==> src/amp_fault_cfg.svh <==
`ifndef AMP_FAULT_CFG_SVH
`define AMP_FAULT_CFG_SVH

// ---------------------------------------------------------------
// Timing
// ---------------------------------------------------------------
`define CLK_PERIOD_NS 50
`define OLP_TIME_NS 2600000
// Pin-short check time, split evenly over the ground and supply steps
`define PSC_TIME_NS 15000000
`define PWM_GAP_NS 10000
`define PWM_GAP_CYCLES ((`PWM_GAP_NS) / (`CLK_PERIOD_NS))
`define CNT_W 20
`define GAP_W 12

// ---------------------------------------------------------------
// Register map
// ---------------------------------------------------------------
`define CTRL_ADDR 32'h00000000
`define STATUS_ADDR 32'h00000004
`define CTRL_RESET 3'h0
`define CTRL_CFG_LSB 0
`define CTRL_OC_BIT 2
`define ST_PSC_LSB 0
`define ST_THERM_BIT 2
`define ST_FAULT_BIT 3
`define ST_WARN_BIT 4
`define ST_OLP_LSB 8
`define ST_OC_LSB 12
`define ST_NOPWM_LSB 16
`define ST_HIZ_LSB 20
`define ST_HSOFF_LSB 24
`define ST_RESET_BIT 28
`define ST_UV_BIT 29
`define ST_FPIN_BIT 30
`define ST_WPIN_BIT 31

`endif

==> src/amp_fault_pkg.sv <==
package amp_fault_pkg;

`include "amp_fault_cfg.svh"

    typedef enum logic [1:0] {
        PSC_POWER_UP,
        PSC_SHORT_GND,
        PSC_SHORT_SUPPLY,
        PSC_RUN
    } psc_state_t;

    typedef enum logic [1:0] {
        CFG_BRIDGE_TIED,
        CFG_PARALLEL_BRIDGE,
        CFG_SINGLE_ENDED
    } out_cfg_t;

    // Levels arriving from comparators and pins, all asynchronous
    typedef struct packed {
        logic resetN;
        logic [3:0] pwm;
        logic [2:0] uv;
        logic por;
        logic supplyUp;
        logic [3:0] bootUv;
        logic tempWarn;
        logic tempOver;
        logic [3:0] curLimit;
        logic [3:0] overCur;
        logic [3:0] shortGnd;
        logic [3:0] shortSup;
        logic faultPin;
        logic warnPin;
    } pins_t;

    typedef struct packed {
        logic [3:0] hiZ;
        logic [3:0] highSideOff;
        logic [3:0] flip;
    } stage_t;

    typedef struct packed {
        pins_t s1;
        pins_t s2;
        logic [3:0] pwmPrev;
        logic resetPrev;
        psc_state_t psc;
        logic [`CNT_W-1:0] stepCnt;
        logic [3:0][`CNT_W-1:0] olpCnt;
        logic [3:0][`GAP_W-1:0] gapCnt;
        logic [3:0] noPwm;
        logic [3:0] olpLatch;
        logic [3:0] ocLatch;
        logic [3:0] flipQ;
        logic thermalLatch;
        logic [1:0] cfg;
        logic latchOc;
        stage_t stage;
        logic faultOe;
        logic warnOe;
        logic odLevel;
        logic pready;
        logic [31:0] prdata;
        logic pslverr;
    } state_t;

endpackage

==> src/amp_fault_protection_control.sv <==
// The APB register port and the address map were chosen for this implementation.
`timescale 1ns/1ps
`include "amp_fault_cfg.svh"

module amp_fault_protection_control #(
    parameter int unsigned OLP_CYCLES =
        (`OLP_TIME_NS + `CLK_PERIOD_NS - 1) / `CLK_PERIOD_NS,
    parameter int unsigned PSC_STEP_CYCLES =
        `PSC_TIME_NS / 2 / `CLK_PERIOD_NS
) (
    // Clock and reset
    input wire logic core_clk,
    input wire logic rst,
    // APB slave
    input wire logic psel,
    input wire logic penable,
    input wire logic pwrite,
    input wire logic [31:0] paddr,
    input wire logic [31:0] pwdata,
    output logic pready,
    output logic [31:0] prdata,
    output logic pslverr,
    // Detector and pin levels
    input amp_fault_pkg::pins_t pinsIn,
    // Power stage control
    output amp_fault_pkg::stage_t stageOut,
    // Open-drain indicators
    output logic faultOut,
    output logic faultOe,
    output logic warnOut,
    output logic warnOe
);

    // ---------------------------------------------------------------
    // State and derived terms
    // ---------------------------------------------------------------
    amp_fault_pkg::state_t q;
    amp_fault_pkg::state_t n;
    amp_fault_pkg::pins_t p;
    logic resetRise;
    logic uvAny;
    logic inCheck;
    logic startOk;
    logic mono;
    logic single;
    logic globalOff;
    logic faultReport;
    logic [3:0] pwmEdge;
    logic [3:0] chanFault;
    logic [3:0] groupOff;
    logic accessPhase;
    logic [31:0] statusWord;

    assign p = q.s2;
    assign resetRise = p.resetN & ~q.resetPrev;
    assign uvAny = (|p.uv) | p.por;
    assign inCheck = (q.psc == amp_fault_pkg::PSC_SHORT_GND) ||
                     (q.psc == amp_fault_pkg::PSC_SHORT_SUPPLY);
    assign startOk = p.supplyUp & ~uvAny;
    assign mono = (q.cfg == amp_fault_pkg::CFG_PARALLEL_BRIDGE);
    assign single = (q.cfg == amp_fault_pkg::CFG_SINGLE_ENDED);
    assign pwmEdge = p.pwm & ~q.pwmPrev;
    assign chanFault = q.olpLatch | q.ocLatch | q.noPwm;
    assign accessPhase = psel & penable;

    // ---------------------------------------------------------------
    // Shutdown decisions
    // ---------------------------------------------------------------
    // Global shutdown covers supply, thermal, missing PWM on all four half-bridges, start-up and reset
    assign globalOff = uvAny | q.thermalLatch | (&q.noPwm) |
                       (q.psc != amp_fault_pkg::PSC_RUN) |
                       ~p.resetN;

    always_comb begin
        if (mono) begin
            groupOff = {4{|chanFault}};
        end else begin
            groupOff = {{2{|chanFault[3:2]}},
                        {2{|chanFault[1:0]}}};
        end
    end

    // Missing PWM is silent, so only these count toward the pin
    assign faultReport = uvAny | q.thermalLatch | (|q.olpLatch) |
                         (|q.ocLatch);

    always_comb begin
        statusWord = 32'h00000000;
        statusWord[`ST_PSC_LSB +: 2] = q.psc;
        statusWord[`ST_THERM_BIT] = q.thermalLatch;
        statusWord[`ST_FAULT_BIT] = q.faultOe;
        statusWord[`ST_WARN_BIT] = q.warnOe;
        statusWord[`ST_OLP_LSB +: 4] = q.olpLatch;
        statusWord[`ST_OC_LSB +: 4] = q.ocLatch;
        statusWord[`ST_NOPWM_LSB +: 4] = q.noPwm;
        statusWord[`ST_HIZ_LSB +: 4] = q.stage.hiZ;
        statusWord[`ST_HSOFF_LSB +: 4] = q.stage.highSideOff;
        statusWord[`ST_RESET_BIT] = p.resetN;
        statusWord[`ST_UV_BIT] = uvAny;
        statusWord[`ST_FPIN_BIT] = p.faultPin;
        statusWord[`ST_WPIN_BIT] = p.warnPin;
    end

    // ---------------------------------------------------------------
    // Next state
    // ---------------------------------------------------------------
    always_comb begin
        n = q;
        n.s1 = pinsIn;
        n.s2 = q.s1;
        n.pwmPrev = p.pwm;
        n.resetPrev = p.resetN;

        // Start-up pin-short check, driven by the supply only
        case (q.psc)
            amp_fault_pkg::PSC_POWER_UP: begin
                n.stepCnt = '0;
                n.olpLatch = 4'h0;
                if (startOk) begin
                    if (single) begin
                        n.psc = amp_fault_pkg::PSC_RUN;
                    end else begin
                        n.psc = amp_fault_pkg::PSC_SHORT_GND;
                    end
                end
            end
            amp_fault_pkg::PSC_SHORT_GND: begin
                if (|p.shortGnd) begin
                    n.stepCnt = '0;
                end else if (q.stepCnt ==
                             `CNT_W'(PSC_STEP_CYCLES - 1)) begin
                    n.stepCnt = '0;
                    n.psc = amp_fault_pkg::PSC_SHORT_SUPPLY;
                end else begin
                    n.stepCnt = q.stepCnt + `CNT_W'(1);
                end
            end
            amp_fault_pkg::PSC_SHORT_SUPPLY: begin
                if (|p.shortSup) begin
                    n.stepCnt = '0;
                end else if (q.stepCnt ==
                             `CNT_W'(PSC_STEP_CYCLES - 1)) begin
                    n.stepCnt = '0;
                    n.psc = amp_fault_pkg::PSC_RUN;
                end else begin
                    n.stepCnt = q.stepCnt + `CNT_W'(1);
                end
            end
            amp_fault_pkg::PSC_RUN: begin
                n.stepCnt = '0;
            end
            default: begin
                n.psc = amp_fault_pkg::PSC_POWER_UP;
            end
        endcase
        // Loss of the main supply means the next start-up checks again
        if (!p.supplyUp) begin
            n.psc = amp_fault_pkg::PSC_POWER_UP;
        end

        // Latched faults: a new event wins over the reset rising edge
        n.thermalLatch = p.tempOver |
                         (q.thermalLatch & ~resetRise);

        for (int i = 0; i < 4; i++) begin
            // Overload timer counts persistent limiting
            if (!q.latchOc && p.curLimit[i]) begin
                if (q.olpCnt[i] != `CNT_W'(OLP_CYCLES - 1)) begin
                    n.olpCnt[i] = q.olpCnt[i] + `CNT_W'(1);
                end
            end else begin
                n.olpCnt[i] = '0;
            end
            if (q.psc != amp_fault_pkg::PSC_POWER_UP) begin
                n.olpLatch[i] = (!q.latchOc && p.curLimit[i] &&
                    q.olpCnt[i] == `CNT_W'(OLP_CYCLES - 1)) ||
                    (q.olpLatch[i] && !resetRise);
            end
            n.ocLatch[i] = (q.latchOc && p.overCur[i]) ||
                           (q.ocLatch[i] && !resetRise);

            // Limiting mode: toggle on each PWM period, so fs/2
            if (!q.latchOc && p.curLimit[i]) begin
                if (pwmEdge[i]) begin
                    n.flipQ[i] = ~q.flipQ[i];
                end
            end else begin
                n.flipQ[i] = 1'b0;
            end

            // PWM watchdog per half-bridge
            if (pwmEdge[i]) begin
                n.gapCnt[i] = '0;
                n.noPwm[i] = 1'b0;
            end else if (q.gapCnt[i] == `GAP_W'(`PWM_GAP_CYCLES - 1)) begin
                n.noPwm[i] = 1'b1;
            end else begin
                n.gapCnt[i] = q.gapCnt[i] + `GAP_W'(1);
            end
        end

        // Power stage and indicators
        n.stage.hiZ = {4{globalOff}} | groupOff;
        n.stage.highSideOff = p.bootUv;
        n.stage.flip = q.flipQ;
        n.faultOe = inCheck ||
                    (p.resetN && faultReport);
        n.warnOe = p.tempWarn | q.thermalLatch;
        n.odLevel = 1'b0;

        // APB: one wait state, answer registered
        n.pready = 1'b0;
        n.pslverr = 1'b0;
        if (accessPhase && !q.pready) begin
            n.pready = 1'b1;
            if (paddr == `CTRL_ADDR) begin
                n.prdata = {29'h00000000, q.latchOc, q.cfg};
            end else if (paddr == `STATUS_ADDR) begin
                n.prdata = statusWord;
            end else begin
                n.prdata = 32'h00000000;
                n.pslverr = 1'b1;
            end
        end
        if (accessPhase && q.pready && pwrite &&
            paddr == `CTRL_ADDR) begin
            n.cfg = pwdata[`CTRL_CFG_LSB +: 2];
            n.latchOc = pwdata[`CTRL_OC_BIT];
        end
    end

    always_ff @(posedge core_clk) begin
        if (rst) begin
            q <= '0;
            q.s1.resetN <= 1'b0;
            q.s2.resetN <= 1'b0;
            q.psc <= amp_fault_pkg::PSC_POWER_UP;
            {q.latchOc, q.cfg} <= `CTRL_RESET;
            q.stage.hiZ <= 4'hF;
        end else begin
            q <= n;
        end
    end

    // ---------------------------------------------------------------
    // Outputs
    // ---------------------------------------------------------------
    assign pready = q.pready;
    assign prdata = q.prdata;
    assign pslverr = q.pslverr;
    assign stageOut = q.stage;
    assign faultOut = q.odLevel;
    assign faultOe = q.faultOe;
    assign warnOut = q.odLevel;
    assign warnOe = q.warnOe;
endmodule

==> config.mk <==
export PLATFORM = sky130hd
export DESIGN_NAME = amp_fault_protection_control
export DESIGN_NICKNAME = d
export VERILOG_FILES = /design/src/amp_fault_pkg.sv /design/src/amp_fault_protection_control.sv
export VERILOG_INCLUDE_DIRS = /design/src
export SDC_FILE = /design/constraint.sdc
export NUM_CORES = 1
export LEC_CHECK = 0
export BUFFER_PORTS_ARGS = -buffer_cell sky130_fd_sc_hd__clkbuf_2
export CAP_MARGIN = 20
export CORE_MARGIN = 8
export CORE_UTILIZATION = 57
export DETAILED_ROUTE_END_ITERATION = 7
export PLACE_DENSITY = 0.8
export SYNTH_ARGS = -nofsm -noshare
export SYNTH_HDL_FRONTEND = slang
export SYNTH_SLANG_ARGS = --single-unit
==> constraint.sdc <==
create_clock -name core_clk -period 2.15 [get_ports core_clk]
set_input_delay 0.215 -clock core_clk [delete_from_list [all_inputs] [get_ports core_clk]]
set_output_delay 0.215 -clock core_clk [all_outputs]
set_load 0.02 [all_outputs]
==> results.md, run 1 <==
- Initial core utilization: 58.20%
- Setup crit end kind: flip-flop
- Via Count: 8667
- Routed wire length per instance: 14.49 um
- GR Util met3: 3.619%
- F_max: 0.4929 GHz
- Worst slew pin tran: 0.7571 ns
- TritonCTS sink count: 284
- M2 GR Usage: 31.85%
- Cts bufs inserted: 29
- Final setup violation count: 0
- Sequential area share after synthesis: 50.19%
- Worst IR Drop VDD: 0.6792 mV
- CTS tree: done
- Share of cells above drive strength 1: 15.60%
- Pwr per Cell Area: 811.9 nW/um^2
- Bufs on Longest Clock Path: 3
- Fill cells: 1445
- Relative slew slack: 49.34%
- Placed cells: 1552
- Fin nets: 1473
- Cell area after synthesis: 11330 um^2
- Hold Worst Slack: 0.03950 ns
- Initial antenna violation count: 0
- Final hold violation count: 0
- Busiest grt layer: met2
- Clock slew at reported path FFs: 0.06 ns
- RSZ-0062 raised after global routing: no
- Die area: 24640 um^2
- Layout Skew: 0.009081 ns
- Die height: 157.0 um
- Number of max-cap violations: 0
- Root buffer cell: clkbuf_16
- Number of I/O pins: 153
- Finished Layout Cells: 1643
- CTS H-tree depth: 1
- Number of distinct library cells after synthesis: 50
- First-pass GRT wire length: 39940 um
- Post-CTS Setup Inserts: 0
- Total core area: 19460 um^2
- # rows: 51
- Status: finished, final reports clean
- Critical Path AT: 2.50 ns
- Synth Warn #: 0
- Clock latency on the worst-skew pair: 0.54 ns
- Port bufs: 118
- Setup TNS: 0 ns
- DIE WIDTH: 157.0 um
- Initial DRC Count: 465
- Leakage: 4.922 nW
- Vias per std cell: 5.275
- Max Fanout on Critical Path: 5
- Overall Power: 10.81 mW
- Hold WC Path Type: input port to flip-flop
- Req. time, crit path: 2.62 ns
- Router iterations before antenna repair: 5
- Top FF cell, synth: dfxtp_1
- Ys async rst share: 0%
- #FFs+latches synth: 284
- Final wirelength: 23800 um
- Final worst path period share: 94.37%
- Min cycle time layout: 2.029 ns
- Vias in the first global route: 8363
- Most common cell after layout, fill and taps aside: dfxtp_1
- Area added between synthesis and finish: 17.50%
- Design area: 13310 um^2
- DRT antenna net count: 0
- Final slew viol count: 0
- Critical path type: flip-flop to flip-flop
- ANT cells: 0
- Post-place instance area: 11940 um^2
- Largest net degree at the start of global routing: 60
- Number of flops mapped to enable cells by yosys: 0
- Final GP Congestion: 0.8273
- Post-Synthesis Cells: 1227
- Met1 Track Usage GR: 25.43%
- DRC viols: 0
- Gr usage total: 19.40%
- Post-DP HPWL: 16340 um
- Mapped Avg Cell Area: 9.232 um^2
- Critical Path Source Type: flip-flop
- GR Overflow Total: 0
- Commonest cells after routing, fill and taps aside: 284 x dfxtp_1, 172 x nor2_1, 117 x clkbuf_2
[critical path: stages, from the launching register on]
cell	delay [ns]
dfxtp_1	0.34
or4_4	0.54
or4_4	0.44
nor4_4	0.29
nand3b_1	0.20
a21oi_2	0.17
[state kept, by name, summed over array words and instances, names as in the netlist]
signal,flops
prdata,27
n,47
stageOut,10
warnOe,1
pready,1
pslverr,1
p,25
faultOe,1
q,171
[power by group]
group	leakage (nW)	internal, mW	switching, mW	total (mW)
sequential	2.31	5.35	0.0423	5.39
combinational	2.14	0.185	0.190	0.375
clock	0.479	3.02	2.02	5.04
[kinds of logic (layout without fill, tap and decap cells)]
| family | after synthesis | after routing | synth area share [%] |
|---|---|---|---|
| buffers and inverters | 116 | 263 | 5.424 |
| and+or+nand+nor | 573 | 573 | 26.50 |
| adders and majority gates | 14 | 14 | 1.546 |
| DFF | 284 | 284 | 50.19 |
| muxes | 15 | 15 | 1.359 |
| AOI/OAI and AO/OA | 109 | 109 | 6.053 |
| xor gates and xnor gates | 115 | 115 | 8.892 |
| other | 1 | 5 | 0.03311 |
[cell usage after synthesis (12+ instances only)]
master,instances,area [um^2]
nand3_1,41,205.2
nand2_1,67,251.5
nand4_1,39,244.0
a21oi_1,39,195.2
mux2i_1,12,120.1
a22o_1,23,201.4
xor2_1,52,455.4
ha_1,14,175.2
nor2b_1,88,550.5
nor3_1,30,150.1
xnor2_1,63,551.8
or2_2,13,81.33
nor4_1,24,150.1
or3_1,25,156.4
and3_1,17,106.4
nor2_1,172,645.6
dfxtp_1,284,5685
inv_1,31,116.4
buf_4,47,352.8
clkbuf_1,34,127.6
o21ai_0,27,135.1
[worst paths after layout]
path,from,end,slack [ns],cells after the start
min reg2reg,n[229],p[5],0.43,1
min,rst,q[58],0.04,2
max reg2reg,q[163],q[63],0.12,5
max,q[163],q[63],0.12,5
[stage by stage]
step,util (%),worst slack (ns)
finish,68.38,0.1211
global route,68.38,0.02033
CTS,68.32,0.09644
detailed placement,61.36,0.1013
global placement,61.36,0.1405
floorplan,-,0.2254
[routing by layer]
layer  vias up  wire length (um)
li1       4371                 -
met1      4046             10790
met2       213             11130
met3        37              1355
met4         0               534
met5         -                 0
[repair_timing]
action / in CTS / in global routing
endpoints found under the setup margin: 0 / 7
gates resized for setup: 0 / 4
hold endpoints to repair: 38 / 0
hold buffers: 38 / 0
[final cells by class]
| type | count | area, um^2 | area share, % |
|---|---|---|---|
| Sequential cell | 284 | 5685 | 42.72 |
| Multi-Input combinational cell | 831 | 5055 | 37.98 |
| Timing Repair Buffer | 179 | 1146 | 8.611 |
| Clock buffer | 39 | 813.3 | 6.111 |
| Tap cell | 265 | 331.6 | 2.491 |
| Clock inverter | 14 | 161.4 | 1.213 |
| Inverter | 31 | 116.4 | 0.8743 |
Note: power is estimated with default switching activity, not from simulation.
==> run 2: changes to the inputs <==
- BUFFER_PORTS_ARGS: -buffer_cell sky130_fd_sc_hd__clkbuf_2 -> unset
- CORE_UTILIZATION: 57 -> 63
- CTS_CLUSTER_SIZE: unset -> 40
- DONT_BUFFER_PORTS: unset -> 1
==> results.md, run 2 (same netlist as run 1, synthesis figures left out) <==
- Worst slew pin tran: 1.038 ns
- Final slew viol count: 0
- Most common cell after layout, fill and taps aside: dfxtp_1
- Largest net degree at the start of global routing: 103
- Final setup violation count: 0
- Share of cells above drive strength 1: 7.399%
- Post-place instance area: 11290 um^2
- Bufs on Longest Clock Path: 3
- Relative slew slack: 30.73%
- Final wirelength: 23950 um
- FF-to-FF path depth: 5
- Largest Register: q
- Routed wire length per instance: 16.11 um
- Critical path origin: q[164]
- Leakage: 4.427 nW
- Via Count: 8310
- Cell family contributing the most delay on the critical path: simple AND/OR/NAND/NOR gates
- DRC viols: 0
- First-pass GRT wire length: 38690 um
- DRT antenna net count: 0
- Critical Path AT: 2.48 ns
- Final hold violation count: 0
- Design area: 12700 um^2
- Placed cells: 1396
- Worst R2R End: q[160]
- Hold Worst Slack: 0.02527 ns
- Setup crit end kind: flip-flop
- Initial antenna violation count: 1
- Critical path type: flip-flop to flip-flop
- Die height: 150.1 um
- Commonest cells after routing, fill and taps aside: 284 x dfxtp_1, 171 x nor2_1, 88 x nor2b_1
- Req. time, crit path: 2.57 ns
- Critical path depth: 5
- Port bufs: 0
- Max reg flops: 171
- Slowest cell on the critical path: or4b_1
- Post-CTS Setup Inserts: 0
- Gr usage total: 20.80%
- Area added between synthesis and finish: 12.14%
- F_max: 0.4863 GHz
- Final worst path period share: 95.64%
- Vias per std cell: 5.588
- Post-DP HPWL: 15890 um
- Largest stage delay, worst path: 0.62 ns
- Fin nets: 1355
- TritonCTS sink count: 284
- Cts bufs inserted: 28
- Pwr per Cell Area: 850.4 nW/um^2
- Initial core utilization: 63.71%
- Status: finished, final reports clean
- DIE WIDTH: 150.1 um
- Clock slew at reported path FFs: 0.06 ns
- Flop-to-flop setup slack: 0.09 ns
- Critical R2R Launch: q[164]
- Worst IR Drop VDD: 0.7175 mV
- Finished Layout Cells: 1487
- Final GP Congestion: 0.8796
- CTS H-tree depth: 1
- Initial DRC Count: 542
- # rows: 49
- Router iterations before antenna repair: 5
- Die area: 22530 um^2
- Clock latency on the worst-skew pair: 0.53 ns
- Worst setup margin: 0.09367 ns
- Util after Layout: 71.44%
- Worst-path cell chain: or4b_1 -> nor4_1 -> a21o_2 -> xor2_1 -> nor2_1
- GR Overflow Total: 0
- Layout Skew: 0.005909 ns
- Hold WC Path Type: input port to flip-flop
- Worst setup path endpoint: q[160]
- CTS tree: done
- Number of max-cap violations: 0
- Min cycle time layout: 2.056 ns
- Root buffer cell: clkbuf_16
- Pre-CTS setup slack: 0.06936 ns
- Fill cells: 1340
- Vias in the first global route: 7977
- Buf/Inv on CP: 0
- Max Fanout on Critical Path: 10
- Total core area: 17780 um^2
- Number of I/O pins: 153
- Critical Path Source Type: flip-flop
-- run 2: cell types whose count changed in the layout (fill, tap and decap cells not counted), sizes merged --
cell / before / now
bufinv: 3 / 5
inv: 33 / 32
clkbuf: 156 / 34
buf: 24 / 22
dlygate4sd3: 38 / 40
diode: 0 / 1
-- run 2: how the worst min path moves through the flow --
stage	startpoint	end	slack, ns	cells after the start
after global placement	rst	n[222]	0.30	1
after CTS	rst	q[111]	0.005	2
after detailed placement	rst	n[238]	0.30	1
final	rst	q[105]	0.03	2
after floorplan	pinsIn[0]	n[224]	0.34	1
after global routing	rst	q[106]	0.02	2
-- run 2: area by class of cell --
class | count | area (um^2) | share of cell area, %
multi-input cells | 831 | 5052 | 39.78
repair buffers | 62 | 585.6 | 4.610
clock inverters | 15 | 209.0 | 1.645
clock buffers | 34 | 764.5 | 6.019
well taps | 229 | 286.5 | 2.256
flip-flops and latches | 284 | 5685 | 44.76
diodes | 1 | 2.502 | 0.01970
inverters | 31 | 116.4 | 0.9161
-- run 2: routing by layer --
layer  wire [um]  global-route usage (%)
met3        1406                   4.112
met2       11460                   34.82
met1       10530                   26.63
met5           0                       0
met4         560                   6.347
-- run 2: where the power goes --
part | switching (mW) | total, mW | internal, mW
logic | 0.164 | 0.307 | 0.143
clock network | 1.97 | 5.09 | 3.12
registers | 0.0499 | 5.40 | 5.35
total | 2.19 | 10.8 | 8.61
-- run 2: through the flow --
stage           TNS, ns  power, mW
2_1_floorplan         0      5.695
3_3_place_gp          0      5.713
3_5_place_dp          0      5.722
4_1_cts               0      10.87
5_1_grt        -0.01788      11.14
6_report              0      10.80
-- run 2: what timing repair did --
action                                  CTS  global route
gates resized for setup                   0             2
endpoints found under the setup margin    0             5
endpoints found under the hold margin   125             0
hold buffers                             41             0
-- run 2: worst reg2reg max path, stage by stage, from the launching register on --
cell and delay (ns):
dfxtp_1 0.35, or4b_1 0.62, nor4_1 0.45, a21o_2 0.31
xor2_1 0.18, nor2_1 0.05
==> run 3: changes to the inputs <==
- CORE_UTILIZATION: 63 -> 40
- PLACE_DENSITY: 0.8 -> 0.55
==> results.md, run 3 (same netlist as run 1, synthesis figures left out) <==
- Cts bufs inserted: 30
- Final hold violation count: 0
- Fin nets: 1358
- Max Fanout on Critical Path: 5
- Initial DRC Count: 443
- DRT antenna net count: 0
- Worst slew pin tran: 0.4985 ns
- Worst setup margin: 0.1285 ns
- Router iterations before antenna repair: 6
- Status: finished, final reports clean
- Final worst path period share: 94.03%
- DIE WIDTH: 184.3 um
- Number of max-cap violations: 0
- Number of I/O pins: 153
- Final setup violation count: 0
- Req. time, crit path: 2.62 ns
- CTS H-tree depth: 1
- Setup crit end kind: flip-flop
- Clk network pwr share: 48.4%
- Placed cells: 1546
- ANT cells: 0
- # rows: 61
- Final slew viol count: 0
- GR Overflow Total: 0
- Final GP Congestion: 0.7908
- Via Count: 7919
- Post-CTS Setup Inserts: 0
- Largest net degree at the start of global routing: 105
- Die height: 184.3 um
- CTS tree: done
- Clock latency on the worst-skew pair: 0.54 ns
- Fill cells: 2629
- Most common cell after layout, fill and taps aside: dfxtp_1
- Overall Power: 11.05 mW
- Post-DP HPWL: 16210 um
- Sw Share: 19.98%
- Finished Layout Cells: 1638
- Hold WC Path Type: input port to flip-flop
- Design area: 12960 um^2
- Bufs on Longest Clock Path: 3
- Area of the multi-input gates: 5046 um^2
- P_int: 8.840 mW
- Final wirelength: 23310 um
- Initial core utilization: 40.66%
- Relative slew slack: 66.65%
- Gr usage total: 13.50%
- Post-place instance area: 11500 um^2
- Share of cells above drive strength 1: 7.302%
- Total core area: 27860 um^2
- Logic pwr share: 2.7%
- Vias in the first global route: 7688
- Clock slew at reported path FFs: 0.06 ns
- First-pass GRT wire length: 38290 um
- Pre-CTS setup slack: 0.07822 ns
- TritonCTS sink count: 284
- Seq. cell area: 5685 um^2
- Util after Layout: 46.52%
- Vias per std cell: 4.835
- Layout Skew: 0.008094 ns
- Min cycle time layout: 2.022 ns
- F_max: 0.4947 GHz
- Critical path type: flip-flop to flip-flop
- Initial antenna violation count: 0
- Hold Worst Slack: 0.04818 ns
- Worst IR Drop VDD: 0.5552 mV
- RSZ-0062 raised after global routing: no
- Root buffer cell: clkbuf_16
- Port bufs: 0
- Max reg flops: 171
- Seq pwr share: 48.9%
- Critical Path Source Type: flip-flop
- Routed wire length per instance: 14.23 um
- Commonest cells after routing, fill and taps aside: 284 x dfxtp_1, 171 x nor2_1, 88 x nor2b_1
- Critical Path AT: 2.49 ns
- Die area: 33960 um^2
- Area added between synthesis and finish: 14.41%
- NetSw: 2.208 mW
- Setup TNS: 0 ns
- Pwr per Cell Area: 852.4 nW/um^2
- DRC viols: 0
- Leakage: 4.453 nW
- Largest Register: q
[run 3: cell count changes in the layout (fill, tap and decap cells not counted), sizes merged]
cell	delta
inv	-1
clkbuf	+7
buf	+1
diode	-1
clkinv	-4
[run 3: path summary, 6_finish.rpt]
| check | startpoint | end | slack, ns | cells after the start |
|---|---|---|---|---|
| worst max-delay path | q[197] | q[218] | 0.13 | 6 |
| worst min-delay path | rst | prdata[24] | 0.05 | 2 |
| worst max register to register | q[197] | q[218] | 0.13 | 6 |
| worst min register to register | n[231] | p[7] | 0.44 | 1 |
[run 3: power groups by stage]
stage / Clock (mW) / Combinational, mW / Sequential [mW]
6_report: 5.34 / 0.302 / 5.40
5_1_grt: 5.76 / 0.337 / 5.41
4_1_cts: 5.51 / 0.306 / 5.40
3_5_place_dp: 0 / 0.215 / 5.52
3_3_place_gp: 0 / 0.214 / 5.52
2_1_floorplan: 0 / 0.196 / 5.50
[run 3: cell type report]
type                    instances  area share, %
clock inverters                10          1.390
flip-flops and latches        284          43.87
well taps                     378          3.649
repair buffers                 63          4.673
clock buffers                  41          6.584
inverters                      31         0.8979
multi-input cells             831          38.94
[run 3: per-layer routing]
metal	global-route usage (%)	up-vias	wire [um]	part of all wire, %
met5	0	-	0	0
met3	3.012	35	1209	5.2
met4	3.614	0	442	1.9
met1	19.09	3610	11900	51
li1	-	4142	-	-
met2	20.36	132	9759	42
[run 3: critical path: stages (launching register included)]
cell and delay [ns]:
dfxtp_1 0.35, ha_1 0.18, and3_2 0.25, nand4_1 0.15, or3b_2 0.50, a221oi_1 0.32, mux2i_1 0.21
[run 3: repair_timing]
| action | CTS | global route |
|---|---|---|
| endpoints found under the setup margin | 0 | 1 |
| gates resized for setup | 0 | 1 |
| hold endpoints to repair | 142 | 0 |
| hold buffers | 41 | 0 |
